<file path="config.mk">
export PLATFORM = sky130hd
export DESIGN_NAME = uer_regs
export DESIGN_NICKNAME = d
export VERILOG_FILES = /design/src/uer_pkg.sv /design/src/uer_regs.sv
export SDC_FILE = /design/constraint.sdc
export NUM_CORES = 1
export LEC_CHECK = 0
export ABC_CLOCK_PERIOD_IN_PS = 3000
export BUFFER_PORTS_ARGS = -buffer_cell sky130_fd_sc_hd__buf_4
export CORE_ASPECT_RATIO = 1.2
export CORE_UTILIZATION = 35
export CTS_BUF_LIST = sky130_fd_sc_hd__clkbuf_4
export CTS_CLUSTER_DIAMETER = 50
export CTS_CLUSTER_SIZE = 28
export DETAILED_ROUTE_END_ITERATION = 12
export SLEW_MARGIN = 40
export SYNTH_ARGS = -nofsm -noshare
export SYNTH_HDL_FRONTEND = slang
export SYNTH_SLANG_ARGS = --single-unit
</file>
<file path="constraint.sdc">
create_clock -name clock -period 3 [get_ports clock]
set_clock_uncertainty 0.05 [all_clocks]
set_input_delay 0.3 -clock clock [delete_from_list [all_inputs] [get_ports clock]]
set_output_delay 0.3 -clock clock [all_outputs]
set_load 0.03 [all_outputs]
</file>
<file path="src/uer_pkg.sv">
// constants and carrier types for the uncorrectable error report register bank
package uer_pkg;

  localparam int DATA_W = 32;
  localparam int MIN_ADDR_W = 12;
  localparam int HDR_DWORDS = 4;

  localparam logic [11:0] OFF_CAP_HEADER = 12'h100;
  localparam logic [11:0] OFF_STATUS = 12'h104;
  localparam logic [11:0] OFF_MASK = 12'h108;
  localparam logic [11:0] OFF_SEVERITY = 12'h10C;
  localparam logic [11:0] OFF_CAP_CTRL = 12'h118;
  localparam logic [11:0] OFF_HDR_LOG0 = 12'h11C;

  localparam int CAP_ID_LSB = 0;
  localparam int CAP_VER_LSB = 16;
  localparam int CAP_NEXT_LSB = 20;
  localparam logic [15:0] CAP_ID = 16'h0001;
  localparam logic [3:0] CAP_VERSION = 4'h1;
  localparam logic [11:0] CAP_NEXT = 12'h140;

  localparam int FEP_LSB = 0;
  localparam int FEP_W = 5;

  localparam logic [31:0] ERR_BITS = 32'h003FF011;
  localparam logic [31:0] STATUS_RESET = 32'h00000000;
  localparam logic [31:0] MASK_RESET = 32'h00000000;
  localparam logic [31:0] SEVERITY_RESET = 32'h00000011;
  localparam logic [4:0] FEP_RESET = 5'h00;

  localparam logic [1:0] RESP_OKAY = 2'h0;
  localparam logic [1:0] RESP_SLVERR = 2'h2;

  // detect bit i is a one-cycle pulse for the error at status bit i
  typedef struct packed {
    logic [31:0] detect;
    logic [127:0] header;
  } uer_event_t;

  typedef struct packed {
    logic valid;
    logic fatal;
  } uer_msg_t;

endpackage : uer_pkg

</file>
<file path="src/uer_regs.sv">
// uncorrectable error report registers behind an AXI4-Lite slave
//
// How it works
// header bits 15:0 read the fixed capability identifier 0001h.
// header bits 19:16 read version 1h; writes do nothing.
// header bits 31:20 read next pointer 140h, read-only.
// training error sets sticky status bit 0; write one clears; resets 0.
// data link protocol error sets sticky status bit 4, write one clears.
// poisoned packet received or generated sets sticky status bit 12.
// flow control protocol error sets sticky status bit 13.
// completion timeout sets sticky status bit 14.
// completer abort sets sticky status bit 15.
// unexpected completion sets sticky status bit 16.
// receive buffer overflow sets sticky status bit 17.
// malformed packet received sets sticky status bit 18.
// end-to-end crc failure sets sticky status bit 19.
// unsupported request sets sticky status bit 20.
// access control violation sets sticky status bit 21.
// mask bit 0 set blocks header logging and messaging of training errors.
// mask bit 4 blocks logging and messaging of data link errors.
// mask bits 12 to 20 each block their own event; reset 0.
// mask bit 21 blocks access control violations like the others.
// reserved bits read zero and ignore writes.
// severity bit chooses fatal or non-fatal; bits 0 and 4 reset to 1.
// first unmasked error captures four header dwords big-endian into the log.
// five-bit pointer reports the status bit of the first logged error.
//
// Register access over AXI4-Lite was left to the implementer.
module uer_regs #(
  parameter int ADDR_W = 12
) (
  input wire logic clock,
  input wire logic reset_n,
  input wire logic [ADDR_W-1:0] s_axi_awaddr,
  input wire logic s_axi_awvalid,
  output logic s_axi_awready,
  input wire logic [31:0] s_axi_wdata,
  input wire logic [3:0] s_axi_wstrb,
  input wire logic s_axi_wvalid,
  output logic s_axi_wready,
  output logic [1:0] s_axi_bresp,
  output logic s_axi_bvalid,
  input wire logic s_axi_bready,
  input wire logic [ADDR_W-1:0] s_axi_araddr,
  input wire logic s_axi_arvalid,
  output logic s_axi_arready,
  output logic [31:0] s_axi_rdata,
  output logic [1:0] s_axi_rresp,
  output logic s_axi_rvalid,
  input wire logic s_axi_rready,
  input uer_pkg::uer_event_t errEvent,
  output uer_pkg::uer_msg_t errMsg
);

  generate
    if (ADDR_W < uer_pkg::MIN_ADDR_W) begin : g_bad_addr_w
      $error("uer_regs: ADDR_W too small for the register map");
    end
  endgenerate

  // whole block state in one record; next value built in one place
  typedef struct packed {
    logic awTaken;
    logic [ADDR_W-1:0] awAddr;
    logic wTaken;
    logic [31:0] wData;
    logic [3:0] wStrb;
    logic bValid;
    logic [1:0] bResp;
    logic rValid;
    logic [31:0] rData;
    logic [1:0] rResp;
    logic [31:0] status;
    logic [31:0] mask;
    logic [31:0] severity;
    logic [4:0] fep;
    logic [127:0] hdrLog;
    uer_pkg::uer_msg_t msg;
  } uer_state_t;

  uer_state_t s_q;
  uer_state_t s_d;

  // low two address bits ignored; any byte address inside a word hits it
  function automatic logic hit(logic [ADDR_W-1:0] a, logic [11:0] off);
    hit = (a >> 2) == (ADDR_W'(off) >> 2);
  endfunction : hit

  function automatic logic [31:0] byteMask(logic [3:0] strb);
    byteMask = {{8{strb[3]}}, {8{strb[2]}}, {8{strb[1]}}, {8{strb[0]}}};
  endfunction : byteMask

  function automatic logic [31:0] capHeader();
    logic [31:0] v;
    v = '0;
    v[uer_pkg::CAP_ID_LSB +: 16] = uer_pkg::CAP_ID;
    v[uer_pkg::CAP_VER_LSB +: 4] = uer_pkg::CAP_VERSION;
    v[uer_pkg::CAP_NEXT_LSB +: 12] = uer_pkg::CAP_NEXT;
    capHeader = v;
  endfunction : capHeader

  function automatic logic isHdrLog(logic [ADDR_W-1:0] a, int k);
    isHdrLog = hit(a, 12'(uer_pkg::OFF_HDR_LOG0 + 12'(4 * k)));
  endfunction : isHdrLog

  // unmapped words answer with an error response and drop the write
  function automatic logic mapped(logic [ADDR_W-1:0] a);
    logic m;
    m = hit(a, uer_pkg::OFF_CAP_HEADER) || hit(a, uer_pkg::OFF_STATUS) || hit(a, uer_pkg::OFF_MASK);
    m = m || hit(a, uer_pkg::OFF_SEVERITY) || hit(a, uer_pkg::OFF_CAP_CTRL);
    for (int k = 0; k < uer_pkg::HDR_DWORDS; k++) begin
      m = m || isHdrLog(a, k);
    end
    mapped = m;
  endfunction : mapped

  function automatic logic [31:0] readWord(logic [ADDR_W-1:0] a, uer_state_t st);
    logic [31:0] v;
    v = '0;
    if (hit(a, uer_pkg::OFF_CAP_HEADER)) begin
      v = capHeader();
    end
    if (hit(a, uer_pkg::OFF_STATUS)) begin
      v = st.status & uer_pkg::ERR_BITS;
    end
    if (hit(a, uer_pkg::OFF_MASK)) begin
      v = st.mask & uer_pkg::ERR_BITS;
    end
    if (hit(a, uer_pkg::OFF_SEVERITY)) begin
      v = st.severity & uer_pkg::ERR_BITS;
    end
    if (hit(a, uer_pkg::OFF_CAP_CTRL)) begin
      v[uer_pkg::FEP_LSB +: uer_pkg::FEP_W] = st.fep;
    end
    for (int k = 0; k < uer_pkg::HDR_DWORDS; k++) begin
      if (isHdrLog(a, k)) begin
        v = st.hdrLog[32 * k +: 32];
      end
    end
    readWord = v;
  endfunction : readWord

  // header byte 0 lands in bits 31:24 of the first log dword
  function automatic logic [127:0] bigEndian(logic [127:0] h);
    logic [127:0] v;
    v = '0;
    for (int k = 0; k < uer_pkg::HDR_DWORDS; k++) begin
      for (int b = 0; b < 4; b++) begin
        v[32 * k + 8 * (3 - b) +: 8] = h[8 * (4 * k + b) +: 8];
      end
    end
    bigEndian = v;
  endfunction : bigEndian

  function automatic logic [4:0] lowestBit(logic [31:0] v);
    logic [4:0] p;
    p = '0;
    for (int i = 31; i >= 0; i--) begin
      if (v[i]) begin
        p = 5'(i);
      end
    end
    lowestBit = p;
  endfunction : lowestBit

  logic awReady;
  logic wReady;
  logic arReady;
  logic writeNow;
  logic [31:0] unmasked;
  logic logEmpty;
  logic [4:0] firstPos;
  logic [127:0] hdrSwapped;

  // a new write waits until the response is gone; one write in flight
  assign awReady = !s_q.awTaken && !s_q.bValid;
  assign wReady = !s_q.wTaken && !s_q.bValid;
  assign arReady = !s_q.rValid;
  assign writeNow = s_q.awTaken && s_q.wTaken;
  assign unmasked = errEvent.detect & ~s_q.mask & uer_pkg::ERR_BITS;
  assign logEmpty = !s_q.status[s_q.fep];
  // named copies so the checks can look one cycle back at them
  assign firstPos = lowestBit(unmasked);
  assign hdrSwapped = bigEndian(errEvent.header);

  assign s_axi_awready = awReady;
  assign s_axi_wready = wReady;
  assign s_axi_arready = arReady;
  assign s_axi_bvalid = s_q.bValid;
  assign s_axi_bresp = s_q.bResp;
  assign s_axi_rvalid = s_q.rValid;
  assign s_axi_rdata = s_q.rData;
  assign s_axi_rresp = s_q.rResp;
  assign errMsg = s_q.msg;

  always_comb begin
    logic [31:0] bm;
    logic [31:0] clr;
    bm = '0;
    clr = '0;
    s_d = s_q;
    if (s_q.rValid && s_axi_rready) begin
      s_d.rValid = 1'b0;
    end
    if (s_axi_arvalid && arReady) begin
      s_d.rValid = 1'b1;
      s_d.rData = readWord(s_axi_araddr, s_q);
      s_d.rResp = mapped(s_axi_araddr) ? uer_pkg::RESP_OKAY : uer_pkg::RESP_SLVERR;
    end
    if (s_axi_awvalid && awReady) begin
      s_d.awTaken = 1'b1;
      s_d.awAddr = s_axi_awaddr;
    end
    if (s_axi_wvalid && wReady) begin
      s_d.wTaken = 1'b1;
      s_d.wData = s_axi_wdata;
      s_d.wStrb = s_axi_wstrb;
    end
    if (s_q.bValid && s_axi_bready) begin
      s_d.bValid = 1'b0;
    end
    if (writeNow) begin
      s_d.awTaken = 1'b0;
      s_d.wTaken = 1'b0;
      s_d.bValid = 1'b1;
      s_d.bResp = mapped(s_q.awAddr) ? uer_pkg::RESP_OKAY : uer_pkg::RESP_SLVERR;
      bm = byteMask(s_q.wStrb);
      if (hit(s_q.awAddr, uer_pkg::OFF_STATUS)) begin
        clr = s_q.wData & bm & uer_pkg::ERR_BITS;
      end
      if (hit(s_q.awAddr, uer_pkg::OFF_MASK)) begin
        s_d.mask = ((s_q.mask & ~bm) | (s_q.wData & bm)) & uer_pkg::ERR_BITS;
      end
      if (hit(s_q.awAddr, uer_pkg::OFF_SEVERITY)) begin
        s_d.severity = ((s_q.severity & ~bm) | (s_q.wData & bm)) & uer_pkg::ERR_BITS;
      end
    end
    // set beats clear: an event in the clearing cycle stays recorded
    s_d.status = ((s_q.status & ~clr) | errEvent.detect) & uer_pkg::ERR_BITS;
    // log holds until software clears the status bit the pointer names
    if ((|unmasked) && logEmpty) begin
      s_d.fep = firstPos;
      s_d.hdrLog = hdrSwapped;
    end
    s_d.msg.valid = |unmasked;
    s_d.msg.fatal = |(unmasked & s_q.severity);
  end

  // single power-on reset; every register here is sticky or bus state
  always_ff @(posedge clock or negedge reset_n) begin
    if (!reset_n) begin
      s_q <= '0;
      s_q.status <= uer_pkg::STATUS_RESET;
      s_q.mask <= uer_pkg::MASK_RESET;
      s_q.severity <= uer_pkg::SEVERITY_RESET;
      s_q.fep <= uer_pkg::FEP_RESET;
    end else begin
      s_q <= s_d;
    end
  end
endmodule : uer_regs

</file>
==> impl_metrics.json, run 1 <==
{
  "vias": 8551,
  "clockPowerShare": 0.195,
  "antenna_left": 0,
  "async_flop_share": 1.00,
  "p_switching_w": 0.00371,
  "timing.rr.end": "s_q[23]$_DFFE_PN0P_",
  "grt_max_degree": 80,
  "hold_viol_final": 0,
  "synth_edf_count": 0,
  "r2r_slack_ns": 0.41,
  "path_buf_inv": 2,
  "die_h_um": 195,
  "route.met2.wl_um": 15900,
  "initialDrtViolationCount": 436,
  "relSlewSlack": 0.484,
  "clock_sinks": 234,
  "drc_errors": 0,
  "nFillCells": 2776,
  "hp-class": "in -> async",
  "fin_crit_ns": 2.59,
  "clk_latency_ns": 0.72,
  "port-buffer-count": 222,
  "grt_pass1_wl_um": 49400,
  "dpl.hpwl_um": 22000,
  "cts_tree": "yes",
  "top_layer_used": "met4",
  "vias_per_cell": 5.05,
  "yosysUniqueCellTypes": 63,
  "rows": 70,
  "final_core_util": 0.492,
  "initial_core_util": 0.357,
  "finalSetupViolations": 0,
  "yosysWarnings": 0,
  "power_density_mw_per_mm2": 739,
  "ioPinCount": 270,
  "grt_usage": 0.201,
  "leakage_nw": 6.58,
  "numCtsBuffers": 28,
  "syn_to_final_growth_pct": 37.9,
  "avgSynthCellArea_um2": 11.9,
  "tightest_slew_ns": 0.773,
  "fin_crit_sh": 0.862,
  "syn_area_mm2": 0.0109,
  "max_cap_viol_count": 0,
  "intPower_w": 0.00740,
  "status": "finished, final reports clean",
  "pwr-share-comb": 0.353,
  "cp-end-kind": "flop",
  "cp.required_ns": 3.53,
  "dieArea_mm2": 0.0319,
  "clk_pin_slew_ns": 0.16,
  "cts_setup_buffers": 0,
  "wl_per_cell_um": 18.9,
  "rsz0062_at_grt": "no",
  "clock.fmax_mhz": 387,
  "core_mm2": 0.0306,
  "ctsResizeCount": 0,
  "start_kind": "flop",
  "synth_seq_cells": 234,
  "drtPass1Iterations": 5,
  "r2r_cells": 7,
  "setup_tns_ns": 0,
  "p_sw_frac": 0.334,
  "path_class": "reg -> reg",
  "drive_above_1_share": 0.325,
  "cp.arrival_ns": 3.12,
  "slew_violations": 0,
  "clockBufferDepth": 3,
  "cp_slowest_cell": "dfrtp_1",
  "hold_slack_ns": 0.0157,
  "cp_max_fo": 19,
  "crit_family": "simple AND/OR/NAND/NOR gates",
  "pwr-share-seq": 0.452,
  "peakVddDrop_uv": 465,
  "grt_pass1_vias": 8873,
  "antenna_found_initial": 3,
  "wl_um": 32000,
  "wl_met3_um": 1420,
  "fin_nets": 1498,
  "crit_path_cell_trace": "nor2b_1 -> nor4_1 -> nand4_1 -> o211ai_1 -> buf_12 -> buf_4 -> mux2_2",
  "syn_inst": 915,
  "synth-main-ff-cell": "dfrtp_1",
  "h-tree-depth": 1,
  "die_x_um": 163,
  "globalplace.congestion": 0.811,
  "root_buffer": "clkbuf_4",
  "ys_seq_area_frac": 0.537,
  "wl_met1_um": 13700,
  "overflow": 0,
  "hold_buffers": 170,
  "slowest_delay_ns": 0.47
}
## power by group through the flow
stage	sequential, W	combinational, W	clock, W
floorplan	0.00485	0.00284	0
global placement	0.00504	0.00371	0
detailed placement	0.00508	0.00378	0
CTS	0.00501	0.00397	0.00224
global route	0.00517	0.00427	0.00236
finish	0.00502	0.00392	0.00216
## through the flow
stage / cells / worst slack, ns / instance area (um2) / power [W]
4_1_cts: 1689 / 0.442 / 15000 / 0.0112
3_5_place_dp: 1467 / 0.383 / 12800 / 0.00886
3_3_place_gp: 1467 / 0.410 / 12800 / 0.00875
2_1_floorplan: 916 / 0.698 / 10900 / 0.00769
5_1_grt: 1692 / 0.274 / 15000 / 0.0118
6_report: 1693 / 0.414 / 15000 / 0.0111
## cells by family (layout without fill, tap and decap cells)
logic type             count (synthesis)  count (layout)  share of synthesized area
AOI/OAI and AO/OA                    207             207                      0.127
other                                  1               6                   0.000344
muxes                                196             196                      0.202
buffers and inverters                 98             475                     0.0492
DFF                                  234             234                      0.537
and+or+nand+nor                      179             179                     0.0842
## cell usage in the layout, fill, tap and decap left out, types with 4 or more instances in the layout
cell	instances
a21o_1	13
a21oi_1	40
a221o_1	16
a221oi_1	4
a22o_1	5
a22oi_1	20
a2bb2oi_1	5
buf_12	6
buf_4	240
clkbuf_4	29
clkinv_1	4
clkinv_4	4
clkinv_8	4
dfrtp_1	232
diode_2	4
dlygate4sd3_1	170
inv_1	5
inv_6	4
mux2_1	78
mux2_2	106
mux2i_1	11
nand2_1	75
nand2b_1	9
nand3_1	4
nor2_1	24
nor2b_1	22
nor3_1	7
nor4_1	8
o211ai_1	8
o21a_1	8
o21ai_0	57
o22ai_1	7
## metal layers
layer,track usage,up-vias
met5,0,-
met4,0.0710,0
met3,0.0238,51
met2,0.351,238
met1,0.253,4234
li1,-,4028
## final cells by class
cell class	instances	area, um2	area share
Sequential cell	234	5860	0.389
Multi-Input combinational cell	584	4530	0.301
Timing Repair Buffer	417	3640	0.242
Tap cell	396	495	0.0329
Clock inverter	23	277	0.0184
Clock buffer	29	218	0.0145
Inverter	6	22.5	0.00150
Antenna cell	4	10.0	0.000665
## synthesized netlist by cell type, types with 13 or more instances
| cell type | count | area (um2) |
|---|---|---|
| dfrtp_1 | 232 | 5810 |
| mux2_2 | 106 | 1190 |
| mux2_1 | 78 | 878 |
| nand2_1 | 76 | 285 |
| o21ai_0 | 57 | 285 |
| a21oi_1 | 40 | 200 |
| buf_4 | 39 | 293 |
| clkbuf_1 | 28 | 105 |
| nor2_1 | 24 | 90.1 |
| nor2b_1 | 23 | 144 |
| a22oi_1 | 20 | 150 |
| buf_2 | 18 | 90.1 |
| a221o_1 | 16 | 160 |
| a21o_1 | 13 | 97.6 |
## worst max path at each step
stage          depth (start not counted)                    to  slack, ns
2_1_floorplan                          5  s_q[286]$_DFFE_PN0P_       0.70
3_5_place_dp                           8   s_q[25]$_DFFE_PN0P_       0.38
5_1_grt                                7    s_q[4]$_DFFE_PN0P_       0.27
6_report                               7   s_q[23]$_DFFE_PN0P_       0.41
3_3_place_gp                           8   s_q[28]$_DFFE_PN0P_       0.41
4_1_cts                                7   s_q[23]$_DFFE_PN0P_       0.44
Note: power is estimated with default switching activity, not from simulation.
==> run 2, diff against run 1 <==
--- a/config.mk
+++ b/config.mk
@@ -6,13 +6,14 @@
 export NUM_CORES = 1
 export LEC_CHECK = 0
 export ABC_CLOCK_PERIOD_IN_PS = 3000
-export BUFFER_PORTS_ARGS = -buffer_cell sky130_fd_sc_hd__buf_4
+export BUFFER_PORTS_ARGS = -buffer_cell sky130_fd_sc_hd__buf_2
 export CORE_ASPECT_RATIO = 1.2
 export CORE_UTILIZATION = 35
 export CTS_BUF_LIST = sky130_fd_sc_hd__clkbuf_4
 export CTS_CLUSTER_DIAMETER = 50
 export CTS_CLUSTER_SIZE = 28
 export DETAILED_ROUTE_END_ITERATION = 12
+export HOLD_SLACK_MARGIN = 0.03
 export SLEW_MARGIN = 40
 export SYNTH_ARGS = -nofsm -noshare
 export SYNTH_HDL_FRONTEND = slang
==> impl_metrics.json, run 2 (same netlist as run 1, synthesis figures left out) <==
{
  "root_buffer": "clkbuf_4",
  "relSlewSlack": 0.506,
  "die_h_um": 195,
  "worstHoldPathCells": 3,
  "r2r_cells": 7,
  "wl_per_cell_um": 18.7,
  "ctsResizeCount": 0,
  "r2r_slack_ns": 0.50,
  "timing.rr.end": "s_q[68]$_DFFE_PN0P_",
  "clk_latency_ns": 0.71,
  "hp-class": "in -> reg",
  "initialDrtViolationCount": 455,
  "setup_ws_ns": 0.498,
  "clock_sinks": 234,
  "fin_nets": 1504,
  "max_cap_viol_count": 0,
  "cp-end-kind": "flop",
  "rows": 70,
  "clk_pin_slew_ns": 0.14,
  "numCtsBuffers": 26,
  "clock.fmax_mhz": 400,
  "path_class": "reg -> reg",
  "vias": 8641,
  "rsz0062_at_grt": "no",
  "hold_slack_ns": 0.0837,
  "leakage_nw": 6.44,
  "grt_pass1_wl_um": 49000,
  "peakVddDrop_uv": 418,
  "dpl.hpwl_um": 22100,
  "setup_tns_ns": 0,
  "port-buffer-count": 222,
  "drc_errors": 0,
  "start_kind": "flop",
  "die_x_um": 163,
  "dieArea_mm2": 0.0319,
  "grt_usage": 0.199,
  "tightest_slew_ns": 0.741,
  "grt_max_degree": 81,
  "drtPass1Iterations": 7,
  "grt_pass1_vias": 9023,
  "final_core_util": 0.475,
  "drive_above_1_share": 0.329,
  "hold_viol_final": 0,
  "dp_worst_setup_slack_ns": 0.474,
  "h-tree-depth": 1,
  "antenna_found_initial": 5,
  "intPower_w": 0.00716,
  "ioPinCount": 270,
  "cts_tree": "yes",
  "overflow": 0,
  "antenna_left": 0,
  "nFillCells": 2796,
  "wl_um": 31700,
  "vias_per_cell": 5.09,
  "dpl_cell_area_mm2": 0.0123,
  "slew_violations": 0,
  "cp.arrival_ns": 3.01,
  "final_common_cell": "dfrtp_1",
  "globalplace.congestion": 0.816,
  "clockBufferDepth": 3,
  "finalSetupViolations": 0,
  "initial_core_util": 0.357,
  "p_switching_w": 0.00365,
  "p_sw_frac": 0.338,
  "core_mm2": 0.0306,
  "power_density_mw_per_mm2": 744,
  "status": "finished, final reports clean",
  "design_area_mm2": 0.0145,
  "cp.required_ns": 3.50,
  "syn_to_final_growth_pct": 33.1,
  "pwr-share-seq": 0.464,
  "layout_common_cells": "dfrtp_1, buf_2, dlygate4sd3_1, mux2_2, mux2_1",
  "cp_max_fo": 53,
  "crit_path_end": "s_q[68]$_DFFE_PN0P_",
  "clockPowerShare": 0.185,
  "fin_crit_sh": 0.834,
  "fin_crit_ns": 2.50,
  "pwr-share-comb": 0.351
}
## run 2: changes by cell type in the layout (fill, tap and decap cells not counted), sizes merged
cell,change
inv,+2
clkbuf,-3
diode,+1
clkinvlp,+1
bufinv,-1
buf,+8
clkinv,-3
## run 2: area by class of cell
class                      instances  area [um2]  share of cell area
clock buffer                      26         195              0.0134
inverter                           6        22.5             0.00155
tap                              396         495              0.0341
antenna                            5        12.5            0.000862
clock inverter                    22         244              0.0168
sequential                       234        5860               0.403
timing repair buffer             425        3170               0.218
multi-input combinational        584        4530               0.312
## run 2: worst min-delay path by stage
stage / end / start
detailed placement: s_q[43]$_DFFE_PN0P_ / reset_n
CTS: s_axi_rdata[21]$_DFFE_PN0P_ / s_axi_araddr[5]
global route: s_axi_rdata[4]$_DFFE_PN0P_ / s_axi_araddr[6]
floorplan: asynchronous set/reset pin / reset_n
finish: s_axi_rdata[21]$_DFFE_PN0P_ / s_axi_araddr[5]
global placement: s_q[43]$_DFFE_PN0P_ / reset_n
## run 2: repair_timing
item                      4_1_cts  5_1_grt
hold endpoints to repair      408        0
setup buffers                   0        0
hold buffers                  171        0
## run 2: routing by layer
layer  wire (um)  global-route usage
met5           8                   0
met4         828              0.0578
met3        1320              0.0257
met2       16300               0.361
met1       13300               0.243
## run 2: critical path, stage by stage, from the launching register on
cell and delay, ns:
dfrtp_1 0.41, nor2b_1 0.14, nor4_2 0.46, nand4_1 0.25, o211ai_1 0.14, buf_4 0.22
buf_12 0.29, mux2_1 0.36
## run 2: per-stage QoR
stage | instances | total power (W)
2_1_floorplan | 916 | 0.00769
3_3_place_gp | 1474 | 0.00862
3_5_place_dp | 1474 | 0.00875
4_1_cts | 1693 | 0.0109
5_1_grt | 1698 | 0.0115
6_report | 1698 | 0.0108
## run 2: power groups by stage
stage          clock [W]  sequential, W  combinational, W
5_1_grt          0.00222        0.00517           0.00413
6_report         0.00200        0.00502           0.00379
2_1_floorplan          0        0.00485           0.00284
3_3_place_gp           0        0.00505           0.00358
3_5_place_dp           0        0.00509           0.00366
4_1_cts          0.00208        0.00502           0.00385
==> run 3, diff against run 2 <==
--- a/config.mk
+++ b/config.mk
@@ -5,7 +5,8 @@
 export SDC_FILE = /design/constraint.sdc
 export NUM_CORES = 1
 export LEC_CHECK = 0
-export ABC_CLOCK_PERIOD_IN_PS = 3000
+export ABC_AREA = 1
+export ABC_CLOCK_PERIOD_IN_PS = 2400
 export BUFFER_PORTS_ARGS = -buffer_cell sky130_fd_sc_hd__buf_2
 export CORE_ASPECT_RATIO = 1.2
 export CORE_UTILIZATION = 35
==> constraint.sdc (replaced) <==
create_clock -name clock -period 2.4 [get_ports clock]
set_clock_uncertainty 0.05 [all_clocks]
set_input_delay 0.24 -clock clock [delete_from_list [all_inputs] [get_ports clock]]
set_output_delay 0.24 -clock clock [all_outputs]
set_load 0.03 [all_outputs]
==> impl_metrics.json, run 3 <==
{
  "syn_to_final_growth_pct": 31.8,
  "leakage_nw": 7.62,
  "pwr-share-seq": 0.433,
  "async_flop_share": 1.00,
  "initialDrtViolationCount": 663,
  "antenna_found_initial": 2,
  "dieArea_mm2": 0.0322,
  "clockPowerShare": 0.187,
  "p_total_w": 0.0143,
  "yosys-top-cells-area": "dfrtp_1, nand2_1, buf_4, o21ai_0, inv_1",
  "clk_pin_slew_ns": 0.15,
  "timing.rr.end": "s_q[71]$_DFFE_PN0P_",
  "power_density_mw_per_mm2": 984,
  "synth-main-ff-cell": "dfrtp_1",
  "fin_crit_ns": 2.13,
  "min_to": "s_q[305]$_DFFE_PN0P_",
  "drc_errors": 0,
  "synth_seq_cells": 234,
  "slowest_delay_ns": 0.45,
  "clk_latency_ns": 0.71,
  "rsz0062_at_grt": "no",
  "p_sw_frac": 0.411,
  "die_x_um": 164,
  "ctsResizeCount": 0,
  "finalSetupViolations": 0,
  "rows": 70,
  "seq_area_mm2": 0.00586,
  "slew_violations": 0,
  "vias": 10100,
  "yosysUniqueCellTypes": 46,
  "max_cap_viol_count": 0,
  "ioPinCount": 270,
  "r2r_cells": 11,
  "cp_slowest_cell": "dfrtp_1",
  "yosysWarnings": 0,
  "initial_core_util": 0.359,
  "cp.required_ns": 2.98,
  "final_common_cell": "nand2_1",
  "design_area_mm2": 0.0145,
  "syn_area_mm2": 0.0110,
  "crit_path_cell_trace": "nor2_1 -> inv_2 -> nand2_2 -> nor2_4 -> inv_2 -> nor3_4 -> nor2_8 -> inv_6 -> buf_12 -> nand2_1 -> nand2_1",
  "r2r_slack_ns": 0.27,
  "wl_um": 33300,
  "hold_buffers": 172,
  "clock_sinks": 234,
  "setup_tns_ns": 0,
  "worstHoldPathCells": 3,
  "dpl_cell_area_mm2": 0.0123,
  "path_buf_inv": 4,
  "vias_per_cell": 4.75,
  "nFillCells": 3027,
  "antenna_left": 0,
  "intPower_w": 0.00843,
  "fin_crit_sh": 0.887,
  "h-tree-depth": 1,
  "grt_pass1_wl_um": 52500,
  "peakVddDrop_uv": 835,
  "die_h_um": 196,
  "core_mm2": 0.0307,
  "cp.arrival_ns": 2.71,
  "root_buffer": "clkbuf_4",
  "clockBufferDepth": 3,
  "grt_pass1_vias": 9997,
  "start_kind": "flop",
  "wl_per_cell_um": 15.7,
  "hp-class": "in -> reg",
  "p_switching_w": 0.00588,
  "relSlewSlack": 0.608,
  "pwr-share-comb": 0.380,
  "numCtsBuffers": 27,
  "port-buffer-count": 222,
  "synth_commonest_cells": "nand2_1, dfrtp_1, inv_1",
  "clock.fmax_mhz": 470,
  "dpl.hpwl_um": 22400,
  "drive_above_1_share": 0.208,
  "post-synth-top-area-cell": "dfrtp_1",
  "multiInputGateArea_mm2": 0.00421,
  "cp_max_fo": 37,
  "drtPass1Iterations": 5,
  "synth_top_area_share": 0.526,
  "cts_tree": "yes",
  "avgSynthCellArea_um2": 8.18,
  "synth_most_common_cell": "nand2_1",
  "cp-end-kind": "flop",
  "globalplace.congestion": 0.852,
  "overflow": 0,
  "syn_inst": 1349,
  "path_class": "reg -> reg",
  "grt_max_degree": 63,
  "status": "finished, final reports clean",
  "cts_setup_buffers": 0,
  "hp-start": "s_axi_wvalid",
  "ys_seq_area_frac": 0.531,
  "crit_family": "simple AND/OR/NAND/NOR gates",
  "fin_nets": 1937,
  "grt_usage": 0.208,
  "layout_common_cells": "nand2_1, dfrtp_1, buf_2, dlygate4sd3_1, inv_1",
  "tightest_slew_ns": 0.588,
  "synth_edf_count": 0,
  "hold_viol_final": 0
}
## run 3: changes by cell type in the layout (fill, tap and decap cells not counted), sizes merged, moves of 11 or more
| cell | change |
|---|---|
| a221o | -16 |
| mux2 | -173 |
| inv | +93 |
| nor2 | +50 |
| nand3 | +48 |
| nand4 | +17 |
| o21ai | +14 |
| nand2 | +529 |
| a21o | -13 |
| nor2b | -23 |
| mux2i | -11 |
## run 3: worst max-delay path by stage
stage	depth (start not counted)	to	from	slack, ns
after CTS	11	s_q[7]$_DFFE_PN0P_	flop	0.26
final	11	s_q[71]$_DFFE_PN0P_	flop	0.27
after global routing	11	s_q[95]$_DFFE_PN0P_	s_q[130]$_DFFE_PN0P_	0.10
after detailed placement	13	s_axi_rdata[0]$_DFFE_PN0P_	s_axi_araddr[8]	0.33
after floorplan	4	s_q[311]$_DFFE_PN0P_	s_axi_bvalid$_DFFE_PN0P_	0.50
after global placement	13	s_q[97]$_DFFE_PN0P_	errEvent[140]	0.34
## run 3: cell type report
type / instances / area share
flip-flops and latches: 234 / 0.403
multi-input cells: 931 / 0.289
repair buffers: 417 / 0.215
well taps: 396 / 0.0341
inverters: 99 / 0.0259
clock inverters: 19 / 0.0167
clock buffers: 30 / 0.0155
diodes: 2 / 0.000344
## run 3: per-stage QoR
step	worst slack, ns	hold slack [ns]	utilization	cells
2_1_floorplan	0.501	-0.106	-	1350
3_3_place_gp	0.343	0.164	0.401	1905
3_5_place_dp	0.325	0.167	0.401	1905
4_1_cts	0.260	0.0692	0.473	2126
5_1_grt	0.100	0.112	0.473	2128
6_report	0.272	0.124	0.473	2128
## run 3: kinds of logic (layout without fill, tap and decap cells)
logic type,Yosys count,after routing,synth area share
compound gates,153,153,0.0812
buf+inv,185,565,0.0885
flops,234,234,0.531
mux,11,11,0.0112
other cells,1,4,0.000340
simple gates,765,765,0.288
## run 3: per-layer routing
layer	share of wire	up-vias	GRT usage
met5	0	-	0
met4	0.026	0	0.0641
met3	0.047	58	0.0244
met2	0.49	285	0.360
met1	0.44	4788	0.268
li1	-	4972	-
## run 3: tightest hold or removal path, cell delays in order
cell,delay (ns)
buf_2,0.07
nand2_1,0.34
o21ai_0,0.19
## run 3: power groups by stage
| stage | clock network (W) | registers [W] | logic (W) |
|---|---|---|---|
| floorplan | 0 | 0.00607 | 0.00420 |
| global placement | 0 | 0.00622 | 0.00514 |
| detailed placement | 0 | 0.00626 | 0.00525 |
| CTS | 0.00277 | 0.00618 | 0.00551 |
| global route | 0.00291 | 0.00637 | 0.00624 |
| finish | 0.00267 | 0.00620 | 0.00544 |
